===== config.mk =====
export PLATFORM = sky130hd
export DESIGN_NAME = scp_port
export DESIGN_NICKNAME = d
export VERILOG_FILES = /design/src/inc/scp_pkg.sv /design/src/inc/scp_link_if.sv /design/src/hw/scp_shifter.sv /design/src/hw/scp_port.sv
export SDC_FILE = /design/constraint.sdc
export NUM_CORES = 1
export LEC_CHECK = 0
export ABC_AREA = 1
export BUFFER_PORTS_ARGS = -buffer_cell sky130_fd_sc_hd__buf_2
export CAP_MARGIN = 5
export CORE_UTILIZATION = 58
export CTS_CLUSTER_DIAMETER = 40
export DETAILED_ROUTE_END_ITERATION = 6
export HOLD_SLACK_MARGIN = 0.02
export PLACE_DENSITY = 0.82
export SLEW_MARGIN = 10
export SYNTH_ARGS = -nofsm -noshare
export SYNTH_HDL_FRONTEND = slang
export SYNTH_SLANG_ARGS = --single-unit

===== constraint.sdc =====
create_clock -name clock -period 1.96 [get_ports clock]
set_clock_uncertainty 0.05 [all_clocks]
set_input_delay 0.49 -clock clock [delete_from_list [all_inputs] [get_ports clock]]
set_output_delay 0.49 -clock clock [all_outputs]
set_load 0.03 [all_outputs]

===== src/inc/scp_pkg.sv =====
// constants, state codes and command codes for the serial register command port
// assumes nothing beyond a synthesis tool that reads packages
package scp_pkg;

    localparam int          BYTE_W        = 8;
    localparam int          SYNC_SCLK     = 0;
    localparam int          SYNC_CSN      = 1;
    localparam int          SYNC_SDI      = 2;
    localparam int          SYNC_SDIO     = 3;
    // chip select idles high, everything else low
    localparam logic [3:0]  PIN_SYNC_RESET = 4'h2;
    localparam logic [2:0]  BIT_LAST      = 3'h7;
    localparam logic [2:0]  BIT_FIRST     = 3'h0;
    localparam logic [7:0]  PTR_RESET     = 8'h00;
    localparam logic [7:0]  PTR_STEP      = 8'h01;
    localparam logic [7:0]  BYTE_ZERO     = 8'h00;
    // page select register, rewritten by the host when it changes page
    localparam logic [7:0]  PAGE_REG_ADDR = 8'h01;

    localparam logic [2:0]  CMD_SET_ADDR  = 3'h0;
    localparam logic [2:0]  CMD_WRITE     = 3'h2;
    localparam logic [2:0]  CMD_WRITE_INC = 3'h3;
    localparam logic [2:0]  CMD_READ      = 3'h4;
    localparam logic [2:0]  CMD_READ_INC  = 3'h5;
    localparam logic [7:0]  CMD_BURST     = 8'he0;

    // link timing, for reference by the bench and by latency reasoning
    localparam int          CLK_PERIOD_NS  = 10;
    localparam int          SCLK_PERIOD_NS = 80;

    typedef enum logic [6:0] {
        ST_CMD        = 7'h01,
        ST_SET_ADDR   = 7'h02,
        ST_WRITE      = 7'h04,
        ST_READ       = 7'h08,
        ST_BURST_ADDR = 7'h10,
        ST_BURST_DATA = 7'h20,
        ST_DRAIN      = 7'h40
    } scp_state_t;

endpackage


===== src/inc/scp_link_if.sv =====
// byte level link between the pin shifter and the command decoder
// assumes both ends run on the same clock
`timescale 1ns/10ps
interface scp_link_if;
    logic       csActive;
    logic       byteValid;
    logic [7:0] byteData;
    logic       txLoad;
    logic [7:0] txByte;
    logic       txActive;

    modport shifter (output csActive, output byteValid, output byteData,
                     input txLoad, input txByte, input txActive);
    modport control (input csActive, input byteValid, input byteData,
                     output txLoad, output txByte, output txActive);
endinterface


===== src/hw/scp_shifter.sv =====
// pin synchronisers, serial clock edge finder and byte shifters
// assumes serial clock idles low, data sampled on its rising edge
`timescale 1ns/10ps
module scp_shifter
    import scp_pkg::*;
(
    input  wire logic     clock,
    input  wire logic     resetn,
    input  wire logic     sclkPin,
    input  wire logic     chipSelectN,
    input  wire logic     serialInPin,
    input  wire logic     sdioIn,
    input  wire logic     threeWireSelect,
    output logic          serialOutPin,
    output logic          serialOutEn,
    output logic          sdioOut,
    output logic          sdioOe,
    scp_link_if.shifter   link
);

    typedef struct packed {
        logic [3:0] s1;
        logic [3:0] s2;
        logic       sclkOld;
        logic [7:0] rx;
        logic [2:0] bitCnt;
        logic [7:0] tx;
        logic       byteValid;
        logic [7:0] byteData;
    } scp_shift_st_t;

    scp_shift_st_t q;
    scp_shift_st_t d;
    logic          din;
    logic          active;
    logic          rise;
    logic          fall;

    ////////////////////////////////////////////////////////////////////////////
    always_comb begin
        d = q;
        d.s1 = {sdioIn, serialInPin, chipSelectN, sclkPin};
        d.s2 = q.s1;
        d.sclkOld = q.s2[SYNC_SCLK];
        // shared pin carries host data in 3-wire mode
        din = threeWireSelect ? q.s2[SYNC_SDIO] : q.s2[SYNC_SDI];
        active = ~q.s2[SYNC_CSN];
        rise = q.s2[SYNC_SCLK] & ~q.sclkOld;
        fall = ~q.s2[SYNC_SCLK] & q.sclkOld;
        d.byteValid = 1'b0;
        if (!active) begin
            // a frame always starts on a byte boundary
            d.bitCnt = BIT_FIRST;
        end else if (rise) begin
            d.rx = {q.rx[6:0], din};                          // msb first
            d.bitCnt = q.bitCnt + 3'h1;
            if (q.bitCnt == BIT_LAST) begin
                d.byteValid = 1'b1;
                d.byteData = {q.rx[6:0], din};
            end
        end
        // no shift on the fall right after a byte ends: the loaded msb must
        // stand until the host samples it on the next rise
        if (link.txLoad) begin
            d.tx = link.txByte;
        end else if (active && fall && q.bitCnt != BIT_FIRST) begin
            d.tx = {q.tx[6:0], 1'b0};
        end
    end

    always_ff @(posedge clock or negedge resetn) begin
        if (!resetn) begin
            q <= '0;
            q.s1 <= PIN_SYNC_RESET;
            q.s2 <= PIN_SYNC_RESET;
        end else begin
            q <= d;
        end
    end

    ////////////////////////////////////////////////////////////////////////////
    assign link.csActive  = ~q.s2[SYNC_CSN];
    assign link.byteValid = q.byteValid;
    assign link.byteData  = q.byteData;
    assign serialOutPin   = q.tx[7];
    assign sdioOut        = q.tx[7];
    assign serialOutEn    = ~threeWireSelect & link.txActive;
    assign sdioOe         = threeWireSelect & link.txActive;   // turn-taking

endmodule


===== src/hw/scp_port.sv =====
// serial slave command port: decodes command bytes and drives register accesses
// assumes the register file answers rdData combinationally from ptrAddr
//
// How it works
// - 3-wire select chooses between 4-wire and 3-wire pin use.
// - 4-wire uses serial clock, chip select, separate data in and out.
// - 3-wire shares one data pin; host and device take turns driving.
// - Command 000x xxxx: next byte loads the 8-bit address pointer.
// - 010 writes next byte at pointer; 100 shifts out byte at pointer.
// - 011 writes next byte at pointer, then pointer plus one.
// - 101 returns byte at pointer, then pointer plus one.
// - 1110 0000 burst: start address, then data at sequential addresses.
// - Burst ends when chip select goes high; no more bytes taken.
// - Burst length unlimited; pointer wraps from 255 to zero.
`timescale 1ns/10ps
module scp_port
    import scp_pkg::*;
(
    input  wire logic       clock,
    input  wire logic       resetn,
    input  wire logic       sclkPin,
    input  wire logic       chipSelectN,
    input  wire logic       serialInPin,
    input  wire logic       sdioIn,
    input  wire logic       threeWireSelect,
    output logic            serialOutPin,
    output logic            serialOutEn,
    output logic            sdioOut,
    output logic            sdioOe,
    output logic [7:0]      ptrAddr,
    input  wire logic [7:0] rdData,
    output logic            wrEn,
    output logic [7:0]      wrAddr,
    output logic [7:0]      wrData,
    output logic            cmdUnknown
);

    typedef struct packed {
        scp_state_t state;
        logic [7:0] ptr;
        logic       incFlag;
        logic       wrEn;
        logic [7:0] wrAddr;
        logic [7:0] wrData;
        logic       txLoad;
        logic [7:0] txByte;
        logic       txActive;
        logic       cmdUnknown;
    } scp_ctrl_st_t;

    scp_ctrl_st_t q;
    scp_ctrl_st_t d;
    scp_link_if   link ();

    ////////////////////////////////////////////////////////////////////////////
    scp_shifter u_shifter (
        .clock           (clock),
        .resetn          (resetn),
        .sclkPin         (sclkPin),
        .chipSelectN     (chipSelectN),
        .serialInPin     (serialInPin),
        .sdioIn          (sdioIn),
        .threeWireSelect (threeWireSelect),
        .serialOutPin    (serialOutPin),
        .serialOutEn     (serialOutEn),
        .sdioOut         (sdioOut),
        .sdioOe          (sdioOe),
        .link            (link.shifter)
    );

    ////////////////////////////////////////////////////////////////////////////
    always_comb begin
        d = q;
        d.wrEn = 1'b0;
        d.txLoad = 1'b0;
        d.cmdUnknown = 1'b0;
        if (!link.csActive) begin
            // frame end closes any command, burst included; pointer kept
            d.state = ST_CMD;
            d.txActive = 1'b0;
            d.incFlag = 1'b0;
        end else if (link.byteValid) begin
            unique case (q.state)
                ST_CMD: begin
                    // low five bits are don't care except for burst
                    case (link.byteData[7:5])
                        CMD_SET_ADDR: begin
                            d.state = ST_SET_ADDR;
                        end
                        CMD_WRITE, CMD_WRITE_INC: begin
                            d.state = ST_WRITE;
                            d.incFlag = (link.byteData[7:5] == CMD_WRITE_INC);
                        end
                        CMD_READ, CMD_READ_INC: begin
                            // read data captured now so the msb is out before
                            // the host's next rising edge
                            d.state = ST_READ;
                            d.incFlag = (link.byteData[7:5] == CMD_READ_INC);
                            d.txLoad = 1'b1;
                            d.txByte = rdData;
                        end
                        default: begin
                            if (link.byteData == CMD_BURST) begin
                                d.state = ST_BURST_ADDR;
                            end else begin
                                // no burst read: unknown codes are swallowed
                                d.state = ST_DRAIN;
                                d.cmdUnknown = 1'b1;
                            end
                        end
                    endcase
                end
                ST_SET_ADDR: begin
                    d.ptr = link.byteData;
                    d.state = ST_DRAIN;
                end
                ST_WRITE: begin
                    d.wrEn = 1'b1;
                    d.wrAddr = q.ptr;
                    d.wrData = link.byteData;
                    if (q.incFlag) begin
                        d.ptr = q.ptr + PTR_STEP;
                    end
                    d.state = ST_DRAIN;
                end
                ST_READ: begin
                    // byte shifted out; drop the drive on the data pin
                    d.txActive = 1'b0;
                    if (q.incFlag) begin
                        d.ptr = q.ptr + PTR_STEP;
                    end
                    d.state = ST_DRAIN;
                end
                ST_BURST_ADDR: begin
                    d.ptr = link.byteData;
                    d.state = ST_BURST_DATA;
                end
                ST_BURST_DATA: begin
                    // eight-bit add wraps 255 to zero by itself
                    d.wrEn = 1'b1;
                    d.wrAddr = q.ptr;
                    d.wrData = link.byteData;
                    d.ptr = q.ptr + PTR_STEP;
                end
                ST_DRAIN: begin
                    // extra bytes after a single command are ignored
                    d.state = ST_DRAIN;
                end
            endcase
        end else if (q.txLoad) begin
            // drive the pin only once the shifter holds the read byte,
            // so the host never sees a stale bit on an enabled pin
            d.txActive = 1'b1;
        end
    end

    always_ff @(posedge clock or negedge resetn) begin
        if (!resetn) begin
            q <= '0;
            q.state <= ST_CMD;
            q.ptr <= PTR_RESET;
            q.txByte <= BYTE_ZERO;
        end else begin
            q <= d;
        end
    end

    ////////////////////////////////////////////////////////////////////////////
    assign link.txLoad   = q.txLoad;
    assign link.txByte   = q.txByte;
    assign link.txActive = q.txActive;
    assign ptrAddr       = q.ptr;
    assign wrEn          = q.wrEn;
    assign wrAddr        = q.wrAddr;
    assign wrData        = q.wrData;
    assign cmdUnknown    = q.cmdUnknown;

endmodule


==> results.json <==
{
  "run_status": "finished with violations",
  "violations": "design-rule violations",
  "synth_cells": 468,
  "power_leakage_nw": 2.31,
  "seqPwrFrac": 0.536,
  "drt_pass1_iterations": 7,
  "cts_setup_buffers": 0,
  "drv_cap": 0,
  "p_per_area_nw_per_um2": 762,
  "core_sq_um": 6490,
  "fill_cells": 525,
  "grt_use_total": 0.230,
  "grt_pass1_vias": 2870,
  "critPathTopFamily": "simple AND/OR/NAND/NOR gates",
  "combPwrFrac": 0.072,
  "avgSynthCellArea_sq_um": 8.53,
  "dp.final_hpwl_mm": 5.53,
  "antenna_found_initial": 0,
  "routed_via_density": 5.22,
  "postRouteAntennaNets": 0,
  "irDropWorstVdd_mv": 0.626,
  "numPortBuffers": 44,
  "netlist_area_sq_um": 3990,
  "synth_top_area_share": 0.483,
  "critPathRequiredTime_ns": 2.20,
  "yosys.area.top_type": "dfrtp_1",
  "drv_slew": 0,
  "fin_setup_tns_ns": 0,
  "ys_ff_latch": 80,
  "path_depth": 8,
  "clk_latency_ns": 0.35,
  "cts_root_buffer": "clkbuf_8",
  "numCtsBuffers": 9,
  "cp-start-kind": "register",
  "period_needed_ns": 1.73,
  "clkPwrFrac": 0.393,
  "setup-violations-final": 0,
  "hold_viol": 0,
  "place_ws_ns": 0.291,
  "switching_share": 0.237,
  "crit_fanout": 12,
  "crit_type": "register to register",
  "max_freq_mhz": 577,
  "end_kind": "register",
  "r2r_cells": 8,
  "holdCritPathClass": "input port to register",
  "rsz0062_at_grt": "false",
  "cp_slowest_stage_delay_ns": 0.58,
  "pin_count": 45,
  "drive_above_1_share": 0.219,
  "drt_wl_total_mm": 7.55,
  "async_reset_ff_frac": 1.00,
  "avgRoutedWirePerCell_um": 13.0,
  "yosysWarningCount": 0,
  "insertedDiodeCount": 0,
  "timing.final.crit_share": 0.884,
  "crit_buf_inv": 0,
  "die_y_um": 85.0,
  "htree_levels": 3,
  "hold_path_depth": 1,
  "clk_pin_slew_ns": 0.08,
  "path_cells": "nor2_1 -> nand2_2 -> nor2_4 -> nor2_4 -> nand2_2 -> nand2_4 -> nand2_1 -> nand2_1",
  "grt_max_degree": 28,
  "intPower_w": 0.00253,
  "worst_pin_slew_ns": 0.544,
  "fin_nets": 517,
  "layout.cells.non_filler": 580,
  "die_area_sq_um": 7220,
  "ys_seq_area_frac": 0.502,
  "power.switching_w": 0.000784,
  "place_inst": 563,
  "ys.flop_type": "dfrtp_1",
  "ys_types": 36,
  "start_util": 0.615,
  "crit_slowest_cell": "dfstp_2",
  "synth_nets": 487,
  "die_x_um": 85.0,
  "critical_path_arrival_ns": 1.97,
  "cts.sinks": 80,
  "drt_iter0_drc": 224,
  "hold_ws_ns": 0.177,
  "grt_first_pass_wirelength_mm": 12.8,
  "total_power_w": 0.00331,
  "synth_edf_count": 0,
  "synth_area_leaders": "dfrtp_1 (48%), nand2_1 (13%), inv_1 (5.4%)",
  "rows": 29,
  "route.detailed.drc": 4,
  "timing.final.ws_setup_ns": 0.228,
  "cts_buffer_depth": 2,
  "globalplace.congestion": 0.840,
  "grt_remaining_overflow": 0,
  "relSlewSlack": 0.636,
  "syn_to_final_growth_pct": 8.84,
  "cts_tree": "done",
  "vias": 3030
}
final timing paths:
check	startpoint	endpoint	slack (ns)
max	q[37]	ptrAddr[3]	0.23
min	chipSelectN	u_shifter.d[30]	0.18
max reg2reg	q[37]	ptrAddr[3]	0.23
min reg2reg	u_shifter.d[31]	u_shifter.q[31]	0.31
max in group asynchronous	resetn	q[37]	0.72
min in group asynchronous	resetn	wrAddr[3]	0.53
timing repair:
item | CTS | global route
endpoints found under the hold margin | 24 | 0
gates resized for setup | 0 | 0
hold buffers | 1 | 0
through the flow:
step	area, sq um	util
floorplan	3990	-
global placement	4120	0.635
detailed placement	4120	0.635
CTS	4350	0.669
global route	4350	0.669
finish	4350	0.669
cell families after synthesis:
logic type	count (synthesis)	share of synthesized area
compound gates	61	0.103
xor+xnor	3	0.00658
fa+ha+maj	4	0.0125
buf+inv	96	0.124
flops	80	0.502
mux	1	0.00282
simple gates	223	0.249
area by class of cell:
class,count,area (sq um),share of cell area
tap,77,96.3,0.0222
sequential,80,2010,0.462
timing repair buffer,53,305,0.0703
clock buffer,11,131,0.0302
clock inverter,5,81.3,0.0187
inverter,62,233,0.0536
multi-input combinational,292,1490,0.344
routing by layer:
metal	track usage	wire, um	vias up
met5	0	0	-
met4	0.100	114	0
met3	0.0457	370	11
met2	0.378	3590	106
met1	0.297	3480	1409
li1	-	-	1504
Yosys cell counts, types with 4 or more instances:
master,number
nand2_1,138
dfrtp_1,77
inv_1,57
nor2_1,31
o21ai_0,29
buf_4,25
nand3_1,25
a21boi_2,8
nand2_2,8
nand4_1,8
o21ai_2,8
buf_6,5
ha_1,4
inv_2,4
nor2_2,4
o21ai_1,4
registers in the layout, summed over array words and instances (netlist names):
name                      count
u_shifter.q                  21
link.txByte                   8
ptrAddr                       8
q                             8
u_shifter.link.byteData       8
wrAddr                        8
wrData                        8
u_shifter.d                   5
cmdUnknown                    1
link.txActive                 1
link.txLoad                   1
u_shifter.link.byteValid      1
u_shifter.sdioOut             1
wrEn                          1
cells in the final DEF, fill, tap and decap left out, types with 2 or more instances in the layout:
master / synthesis / layout
nor3_4: 2 / 2
bufinv_16: 0 / 2
dfrtp_1: 77 / 77
nor2_4: 2 / 2
xor2_1: 3 / 3
a21oi_1: 3 / 3
nor2_1: 31 / 31
dfstp_2: 3 / 3
nand3_1: 25 / 25
buf_4: 25 / 8
clkbuf_1: 2 / 2
inv_2: 4 / 4
nand2_1: 138 / 138
inv_1: 57 / 57
nand4_1: 8 / 8
o21ai_1: 4 / 4
clkbuf_8: 0 / 9
o211ai_1: 2 / 2
a31oi_1: 3 / 3
nand2_2: 8 / 8
o21ai_2: 8 / 8
a21boi_2: 8 / 8
nor2_2: 4 / 4
ha_1: 4 / 4
buf_2: 2 / 43
o21ai_0: 29 / 29
power by group through the flow:
stage          clock, W  combinational, W  sequential [W]
5_1_grt         0.00139          0.000269         0.00179
4_1_cts         0.00133          0.000242         0.00177
2_1_floorplan         0          0.000137         0.00181
3_5_place_dp          0          0.000238         0.00181
3_3_place_gp          0          0.000226         0.00180
6_report        0.00130          0.000237         0.00177
(Power assumes the default switching activity.)
